**config.mk**
```make
export PLATFORM = sky130hd
export DESIGN_NAME = dlsa_regs
export DESIGN_NICKNAME = d
export VERILOG_FILES = /design/src/dlsa_pkg.sv /design/src/dlsa_regs.sv
export VERILOG_INCLUDE_DIRS = /design/src
export SDC_FILE = /design/constraint.sdc
export NUM_CORES = 1
export LEC_CHECK = 0
export BUFFER_PORTS_ARGS = -buffer_cell sky130_fd_sc_hd__buf_2
export CAP_MARGIN = 20
export CORE_AREA = 3 3 41 52
export CTS_BUF_LIST = sky130_fd_sc_hd__clkbuf_4
export DETAILED_ROUTE_END_ITERATION = 10
export DIE_AREA = 0 0 44 55
export HOLD_SLACK_MARGIN = 0.1
export PLACE_DENSITY = 0.91
export SYNTH_ARGS = -nofsm -noshare
export SYNTH_HDL_FRONTEND = slang
export SYNTH_SLANG_ARGS = --single-unit
```
**constraint.sdc**
```tcl
create_clock -name CLK_SYS -period 2.8 [get_ports CLK_SYS]
set_clock_uncertainty 0.2 [all_clocks]
set_input_delay 0.28 -clock CLK_SYS [delete_from_list [all_inputs] [get_ports CLK_SYS]]
set_output_delay 0.28 -clock CLK_SYS [all_outputs]
set_load 0.01 [all_outputs]
```
**src/dlsa_params.svh**
```systemverilog
// Register offsets, field positions and reset values of the access group
`ifndef DLSA_PARAMS_SVH
`define DLSA_PARAMS_SVH
`define DLSA_OFS_LINK_CLOCK 4'h9
`define DLSA_OFS_SYS_CTRL 4'hA
`define DLSA_OFS_SYS_STATUS 4'hB
`define DLSA_OFS_CRC_STATUS 4'hC
`define DLSA_OFS_RESET_REQ 4'h8
`define DLSA_RST_LINK_CLOCK 2'h3
`define DLSA_RST_SYS_CTRL 2'h0
`define DLSA_RESET_SIGNATURE 8'h59
`define DLSA_BIT_CLK_REQ 0
`define DLSA_BIT_UROW_DONE 1
`define DLSA_BIT_LOCK 0
`define DLSA_BIT_UROW_PERM 2
`define DLSA_BIT_PROG_PERM 3
`define DLSA_BIT_SLEEP 4
`define DLSA_BIT_RST_ACTIVE 5
`define DLSA_CRC_OFF 3'h0
`define DLSA_CRC_BUSY 3'h1
`define DLSA_CRC_GOOD 3'h2
`define DLSA_CRC_FAIL 3'h4
`endif

```
**src/dlsa_pkg.sv**
```systemverilog
// Types shared by the system-access register group
package dlsa_pkg;
    typedef enum logic [1:0] {
        DLSA_CLK_RESERVED,
        DLSA_CLK_16MHZ,
        DLSA_CLK_8MHZ,
        DLSA_CLK_4MHZ
    } dlsa_link_clk_type;
    // Register access from the link logic
    typedef struct packed {
        logic wr;
        logic rd;
        logic [3:0] addr;
        logic [7:0] wdata;
    } dlsa_req_type;
    // Live state of the system domain
    typedef struct packed {
        logic in_reset;
        logic in_sleep;
        logic prog_permitted;
        logic urow_permitted;
        logic locked;
        logic [2:0] crc_state;
    } dlsa_sys_type;
endpackage

```
**src/dlsa_regs.sv**
```systemverilog
// System-access registers of the single-wire debug link
`timescale 1ns/1ps
`default_nettype none
`include "dlsa_params.svh"
module dlsa_regs (
    input wire logic CLK_SYS,
    input wire logic NRST,
    input wire dlsa_pkg::dlsa_req_type REQ,
    output logic [7:0] RDATA,
    input wire logic LINK_ENABLE,
    input wire logic UROW_KEY_OK,
    input wire dlsa_pkg::dlsa_sys_type SYS,
    output logic SYS_RESET_REQ,
    output logic SYS_CLOCK_REQUEST,
    output logic UROW_PROGRAM_START,
    output logic [1:0] LINK_CLOCK_SELECT,
    output logic [7:0] LINK_CLOCK_MHZ
);
    logic [1:0] clk_sel_r, clk_sel_nxt;
    logic clk_req_r, clk_req_nxt;
    logic urow_done_r, urow_done_nxt;
    logic rst_req_r, rst_req_nxt;
    logic rst_seen_r, rst_seen_nxt;
    logic lock_r, lock_nxt;
    logic en_d_r;
    logic [7:0] rdata_r, rdata_nxt;
    logic [7:0] status;
    logic [2:0] crc_field;

    // Decode a write strobe to one offset, used by each writable register
    function automatic logic wr_hit(input dlsa_pkg::dlsa_req_type q,
                                    input logic [3:0] ofs);
        wr_hit = q.wr && (q.addr == ofs);
    endfunction

    // The reserved select code maps to zero rather than a guessed rate
    function automatic logic [7:0] sel_mhz(input logic [1:0] s);
        unique case (dlsa_pkg::dlsa_link_clk_type'(s))
            dlsa_pkg::DLSA_CLK_16MHZ: sel_mhz = 8'h10;
            dlsa_pkg::DLSA_CLK_8MHZ: sel_mhz = 8'h08;
            dlsa_pkg::DLSA_CLK_4MHZ: sel_mhz = 8'h04;
            dlsa_pkg::DLSA_CLK_RESERVED: sel_mhz = 8'h00;
        endcase
    endfunction

    // Non-one-hot CRC codes are reported as not enabled
    always_comb begin
        unique case (SYS.crc_state)
            `DLSA_CRC_BUSY, `DLSA_CRC_GOOD, `DLSA_CRC_FAIL:
                crc_field = SYS.crc_state;
            default: crc_field = `DLSA_CRC_OFF;
        endcase
    end

    // Status byte assembly, reserved bits held at zero
    always_comb begin
        status = 8'h00;
        status[`DLSA_BIT_RST_ACTIVE] = rst_seen_r;
        status[`DLSA_BIT_SLEEP] = SYS.in_sleep;
        status[`DLSA_BIT_PROG_PERM] = SYS.prog_permitted;
        status[`DLSA_BIT_UROW_PERM] = SYS.urow_permitted;
        status[`DLSA_BIT_LOCK] = lock_r;
    end

    // Next state of control registers
    always_comb begin
        clk_sel_nxt = clk_sel_r;
        clk_req_nxt = clk_req_r;
        urow_done_nxt = 1'b0;
        rst_req_nxt = rst_req_r;
        rst_seen_nxt = rst_seen_r;
        lock_nxt = SYS.locked;
        rdata_nxt = rdata_r;
        if (wr_hit(REQ, `DLSA_OFS_LINK_CLOCK)) begin
            clk_sel_nxt = REQ.wdata[1:0];
        end
        if (wr_hit(REQ, `DLSA_OFS_SYS_CTRL)) begin
            clk_req_nxt = REQ.wdata[`DLSA_BIT_CLK_REQ];
            if (UROW_KEY_OK) begin
                urow_done_nxt = REQ.wdata[`DLSA_BIT_UROW_DONE];
            end
        end
        if (wr_hit(REQ, `DLSA_OFS_RESET_REQ)) begin
            rst_req_nxt = (REQ.wdata == `DLSA_RESET_SIGNATURE);
        end
        // read clears, but live reset sets again
        if (REQ.rd && REQ.addr == `DLSA_OFS_SYS_STATUS) begin
            rst_seen_nxt = 1'b0;
        end
        if (SYS.in_reset || rst_req_r) begin
            rst_seen_nxt = 1'b1;
        end
        // enable edge sets clock request and restores select default, disable clears request
        if (!LINK_ENABLE) begin
            clk_req_nxt = 1'b0;
            clk_sel_nxt = `DLSA_RST_LINK_CLOCK;
            rst_req_nxt = 1'b0;
        end else if (!en_d_r) begin
            clk_req_nxt = 1'b1;
            clk_sel_nxt = `DLSA_RST_LINK_CLOCK;
        end
        if (REQ.rd) begin
            unique case (REQ.addr)
                `DLSA_OFS_LINK_CLOCK: rdata_nxt = {6'h00, clk_sel_r};
                `DLSA_OFS_SYS_CTRL: rdata_nxt = {7'h00, clk_req_r};
                `DLSA_OFS_SYS_STATUS: rdata_nxt = status;
                `DLSA_OFS_CRC_STATUS: rdata_nxt = {5'h00, crc_field};
                default: rdata_nxt = 8'h00;
            endcase
        end
    end

    // Register stage
    always_ff @(posedge CLK_SYS or negedge NRST) begin
        if (!NRST) begin
            clk_sel_r <= `DLSA_RST_LINK_CLOCK;
            clk_req_r <= 1'b0;
            urow_done_r <= 1'b0;
            rst_req_r <= 1'b0;
            rst_seen_r <= 1'b0;
            lock_r <= 1'b1;
            en_d_r <= 1'b0;
            rdata_r <= 8'h00;
        end else begin
            clk_sel_r <= clk_sel_nxt;
            clk_req_r <= clk_req_nxt;
            urow_done_r <= urow_done_nxt;
            rst_req_r <= rst_req_nxt;
            rst_seen_r <= rst_seen_nxt;
            lock_r <= lock_nxt;
            en_d_r <= LINK_ENABLE;
            rdata_r <= rdata_nxt;
        end
    end

    assign RDATA = rdata_r;
    assign SYS_RESET_REQ = rst_req_r;
    assign SYS_CLOCK_REQUEST = clk_req_r;
    assign UROW_PROGRAM_START = urow_done_r;
    assign LINK_CLOCK_SELECT = clk_sel_r;
    assign LINK_CLOCK_MHZ = sel_mhz(clk_sel_r);
endmodule
`default_nettype wire

```
==> impl_metrics.toml, run 1 <==
[timing]
hold_violations = 0
rsz0062_at_grt = "false"
hold_ws_ns = 0.109
clock.fmax_mhz = 623
fin_crit_sh_pct = 57.3
period_needed_ns = 1.60
drv_slew = 0
tns_ns = 0
finalSetupViolations = 0

[clock_network]
clock_sinks = 14
holdBufCountCts = 10
htreeDepth = 1
cts_root_buffer = "clkbuf_4"
clkTransAtPathRegs_ns = 0.08
numCtsBuffers = 3
cts_tree = "built"
cts_resized = 0
cts_setup_buffers = 0
cts_buffer_depth = 2
clk_latency_ns = 0.28

[cells_and_area]
area_growth_pct = 36.2
register_area_um2 = 354
drive_gt1_share_pct = 40.3
fillers = 153
fin_area_um2 = 1100
nNetsFinal = 156
final_cell_mix = "buf_2 (39), dfrtp_1 (11), inv_1 (10), dlygate4sd3_1 (10), conb_1 (7)"
n_antenna_cell = 0
final_cells = 148
multiInputGateArea_um2 = 365
final_common_cell = "buf_2"

[synth]
synth_edf_count = 0
synth_ff_type = "dfrtp_1"
synth-seq-area-share_pct = 43.7
ys_types = 33
yosysTopAreaCell = "dfrtp_1"
yosysWarnings = 0
ys_ff_latch = 14
yosysTopAreaCellShare_pct = 34.0
synth_area_per_cell_um2 = 10.2
synthTopCellsByArea = "dfrtp_1 (34%), dfstp_2 (9.7%), buf_4 (6.5%)"
synthCells = 79
async_reset_ff_share_pct = 100
synth_area_um2 = 810

[setup_path]
crit_type = "register to output port"
cp-end-kind = "output port"
crit_slowest_cell = "dfstp_2"
rrSetupSlack_ns = 1.27
worst_path_largest_cell_delay_ns = 0.58
crit_arrival_ns = 1.12
crit_fanout = 6
crit_chain = "nor2b_1 -> buf_2"
required_ns = 2.32
cp-start-kind = "register"

[detailed_routing]
drc_errors = 0
vias = 753
wl_per_cell_um = 13.1
wl_um = 1930
ant_nets = 0
vias_per_cell = 5.09
drtPass1Iterations = 4
first_iter_violations = 6

[pwr]
irDropWorstVdd_mv = 0.317
clkPwrFrac_pct = 29.0
power_density_nw_per_um2 = 363
p_sw_share_pct = 26.2
power.internal_uw = 295
p_comb_share_pct = 18.4
power.total_uw = 400
power.switching_uw = 105
power_leakage_nw = 0.549
sequentialPowerShare_pct = 52.6

[global_routing]
met2_usage_pct = 33.3
antenna_found_initial = 0
grt_pass1_vias = 759
grt_overflow = 0
grt_pass1_wl_um = 3050
grt_max_degree = 15
grt.total_usage_pct = 17.7
busiest_layer = "met2"
met3_usage_pct = 4.85
grt_util_met1_pct = 17.5

[floorplan]
die_y_um = 55
core_um2 = 1740
die-width_um = 44
ioPinCount = 47
start_util_pct = 46.4
rows = 17
dieArea_um2 = 2420

[placed_design]
place_hpwl_um = 1480
post_dp_cell_area_um2 = 976
io_buffer_count = 39
gp_congestion = 0.832
placed_cells = 134

[run_status]
status = "finished, final reports clean"

[min_path]
min_path_type = "input pin to register"

[flow_run]
maxCapViolations = 0
==> cell families after synthesis <==
family                 count (synthesis)  share of synthesized area [%]
buffers and inverters                 19                           13.9
flip-flops                            14                           43.7
AND/OR/NAND/NOR                       25                           22.4
XOR/XNOR                               1                           1.08
other                                  1                          0.463
multiplexers                           4                           4.95
AO/OA/AOI/OAI                         15                           13.4
==> path summary, 6_finish.rpt <==
path / from / end / depth (start not counted)
max: LINK_CLOCK_SELECT[0]$_DFFE_PN1P_ / LINK_CLOCK_MHZ[4] / 2
min: REQ[7] / SYS_RESET_REQ$_DFFE_PN0P_ / 4
max reg2reg: LINK_CLOCK_SELECT[0]$_DFFE_PN1P_ / RDATA[0]$_DFFE_PN0P_ / 4
min reg2reg: en_d_r$_DFF_PN0_ / LINK_CLOCK_SELECT[1]$_DFFE_PN1P_ / 1
max in group asynchronous: NRST / lock_r$_DFF_PN1_ / 2
min in group asynchronous: NRST / RDATA[5]$_DFFE_PN0P_ / 2
==> routing by layer <==
layer,share of wire [%],vias to the layer above
met1,38,346
met4,1.8,0
li1,-,364
met3,9.1,5
met5,0,-
met2,51,38
==> synthesized netlist by cell type (3+ instances only) <==
cell     instances
dfrtp_1         11
nand2_1          4
dfstp_2          3
buf_4            7
o21ai_0          3
nor2b_1          3
nand3_1          4
mux2i_1          4
inv_1           10
==> flip-flops by register name, summed over array words and instances (netlist names) <==
register / cells
RDATA: 6
LINK_CLOCK_SELECT: 2
SYS_CLOCK_REQUEST: 1
SYS_RESET_REQ: 1
UROW_PROGRAM_START: 1
en_d_r: 1
lock_r: 1
rst_seen_r: 1
==> final cells by class <==
class | count | share of cell area [%]
Sequential cell | 14 | 32.1
Timing Repair Buffer | 49 | 26.8
Tap cell | 19 | 2.16
Multi-Input combinational cell | 52 | 33.1
Inverter | 10 | 3.41
Clock buffer | 3 | 2.04
Clock inverter | 1 | 0.341
==> through the flow <==
stage                     utilization [%]  setup slack, ns
after floorplan                         -             1.37
after global placement               56.0             1.36
after detailed placement             56.0             1.29
after CTS                            63.2             1.19
after global routing                 63.2             1.12
final                                63.2             1.20
==> critical path: cells and delay by family (launching register included) <==
kind / cells / cell delay, ns
DFF: 1 / 0.58
buffers and inverters: 1 / 0.13
and+or+nand+nor: 1 / 0.14
==> power by group through the flow <==
stage / Clock [mW] / Sequential [mW] / Combinational (mW)
after floorplan: 0 / 0.216 / 0.0366
after global placement: 0 / 0.214 / 0.0598
after detailed placement: 0 / 0.214 / 0.0623
after CTS: 0.117 / 0.211 / 0.0734
after global routing: 0.129 / 0.211 / 0.0821
final: 0.116 / 0.211 / 0.0735
(Power assumes the default switching activity.)
==> run 2: changes to the inputs <==
Settings changed: CORE_AREA 3 3 41 52 to 3 3 45 57, DIE_AREA 0 0 44 55 to 0 0 48 60, PLACE_DENSITY 0.91 to 0.8.
Clock period 2.8 ns to 1.4 ns, I/O delays scaled along.
==> impl_metrics.toml, run 2 (synthesis gave the netlist of run 1 again) <==
[detailed_routing]
first_iter_violations = 6
wl_per_cell_um = 13.5
wl_um = 2160
vias_per_cell = 4.93
drtPass1Iterations = 4
vias = 788
drc_errors = 0
ant_nets = 0

[pwr]
power_density_nw_per_um2 = 672
clkPwrFrac_pct = 30.4
p_sw_share_pct = 25.1
p_comb_share_pct = 19.7
power_leakage_nw = 0.624
sequentialPowerShare_pct = 49.9
power.internal_uw = 632
irDropWorstVdd_mv = 0.453
power.switching_uw = 212

[placed_design]
post_dp_cell_area_um2 = 985
io_buffer_count = 39
place_ws_ns = 0.0451
place_hpwl_um = 1500
gp_congestion = 0.716
placed_cells = 136

[setup_path]
crit_end = "LINK_CLOCK_MHZ[4]"
rrSetupSlack_ns = 0.02
required_ns = 1.06
crit_arrival_ns = 1.16
reg2reg_to = "RDATA[0]$_DFFE_PN0P_"
crit_type = "register to output port"
crit_slowest_cell = "dfstp_2"
crit_fanout = 5
rr_startpoint = "LINK_CLOCK_SELECT[0]$_DFFE_PN1P_"
worst_path_largest_cell_delay_ns = 0.54
cp-end-kind = "output port"
crit_chain = "buf_6 -> nor2b_4 -> buf_6"
r2r_cells = 4
cp-start-kind = "register"
crit_start = "LINK_CLOCK_SELECT[0]$_DFFE_PN1P_"
cp_common_cell = "buf_6"

[floorplan]
core_um2 = 2030
die_y_um = 60
dieArea_um2 = 2880
ioPinCount = 47
die-width_um = 48
start_util_pct = 39.9
rows = 18

[global_routing]
grt_overflow = 0
grt.total_usage_pct = 15.8
grt_max_degree = 15
antenna_found_initial = 0
grt_pass1_vias = 802
grt_pass1_wl_um = 3240

[clock_network]
cts_buffer_depth = 2
numCtsBuffers = 3
holdBufCountCts = 17
clk_latency_ns = 0.28
htreeDepth = 1
cts_tree = "built"
clkTransAtPathRegs_ns = 0.09
clock_sinks = 14
cts_root_buffer = "clkbuf_4"

[cells_and_area]
final_cells = 160
area_growth_pct = 55.2
n_antenna_cell = 0
fin_area_um2 = 1260
final_cell_mix = "buf_2 (35), dlygate4sd3_1 (17), dfrtp_1 (11)"
final_common_cell = "buf_2"
drive_gt1_share_pct = 42.9
nNetsFinal = 167
fin_util_pct = 62.0
largest_reg_flops = 6

[timing]
hold_violations = 1
finalSetupViolations = 6
drv_slew = 0
hold_ws_ns = -0.0344
setup_slack_ns = -0.0955
rsz0062_at_grt = "true"
fin_crit_sh_pct = 107
clock.fmax_mhz = 669
period_needed_ns = 1.50

[run_status]
violations = "negative hold slack, negative setup slack"
status = "finished with violations"

[flow_run]
maxCapViolations = 0

[min_path]
min_path_type = "input pin to register"
-- run 2: changes by cell type in the layout (fill, tap and decap cells not counted), moves of 2 or more --
cell / delta
dlygate4sd3_1: +7
buf_6: +6
buf_2: -4
buf_4: +2
-- run 2: metal layers --
metal,track usage (%),vias up,wire length (um),share of wire [%]
met5,0,-,0,0
met1,17.1,368,836,39
li1,-,384,-,-
met2,29.1,34,1170,54
met4,5.77,0,12,0.56
met3,2.71,2,141,6.5
-- run 2: cell type report --
type	instances	area, um2
clock buffers	4	30.0
fillers	175	771
inverters	10	37.5
multi-input cells	52	382
flip-flops and latches	14	354
well taps	20	25.0
repair buffers	60	428
-- run 2: timing repair --
action                                 4_1_cts  5_1_grt
gates cloned                                 0        0
pin swaps                                    0        1
endpoints found under the hold margin       28        1
setup endpoints to repair                    4        7
buffers inserted                             2        1
gates resized for setup                      2        8
-- run 2: worst min path at each step --
| stage | startpoint | end | slack (ns) | cells after the start |
|---|---|---|---|---|
| final | REQ[5] | SYS_RESET_REQ$_DFFE_PN0P_ | -0.03 | 4 |
| after global routing | REQ[5] | SYS_RESET_REQ$_DFFE_PN0P_ | -0.01 | 4 |
| after CTS | REQ[5] | SYS_RESET_REQ$_DFFE_PN0P_ | -0.03 | 4 |
| after detailed placement | NRST | RDATA[3]$_DFFE_PN0P_ | -0.15 | 1 |
| after global placement | NRST | RDATA[3]$_DFFE_PN0P_ | -0.16 | 1 |
| after floorplan | NRST | RDATA[0]$_DFFE_PN0P_ | -0.36 | 0 |
-- run 2: power groups by stage --
| stage | clock network (mW) | logic, mW | registers [mW] |
|---|---|---|---|
| 2_1_floorplan | 0 | 0.0732 | 0.432 |
| 4_1_cts | 0.269 | 0.160 | 0.421 |
| 6_report | 0.257 | 0.166 | 0.421 |
| 5_1_grt | 0.283 | 0.183 | 0.423 |
| 3_3_place_gp | 0 | 0.121 | 0.428 |
| 3_5_place_dp | 0 | 0.124 | 0.429 |
-- run 2: per-stage QoR --
step	setup TNS [ns]	power (mW)	hold slack, ns
after global routing	-0.778	0.889	-0.0116
after detailed placement	0	0.552	-0.150
after CTS	-0.384	0.850	-0.0279
after floorplan	0	0.505	-0.356
after global placement	0	0.549	-0.156
final	-0.341	0.844	-0.0344
-- run 2: worst max-delay path: cells and delay by family (launching register included) --
family | cells | cell delay [ns]
DFF | 1 | 0.54
buffers and inverters | 2 | 0.21
and+or+nand+nor | 1 | 0.13
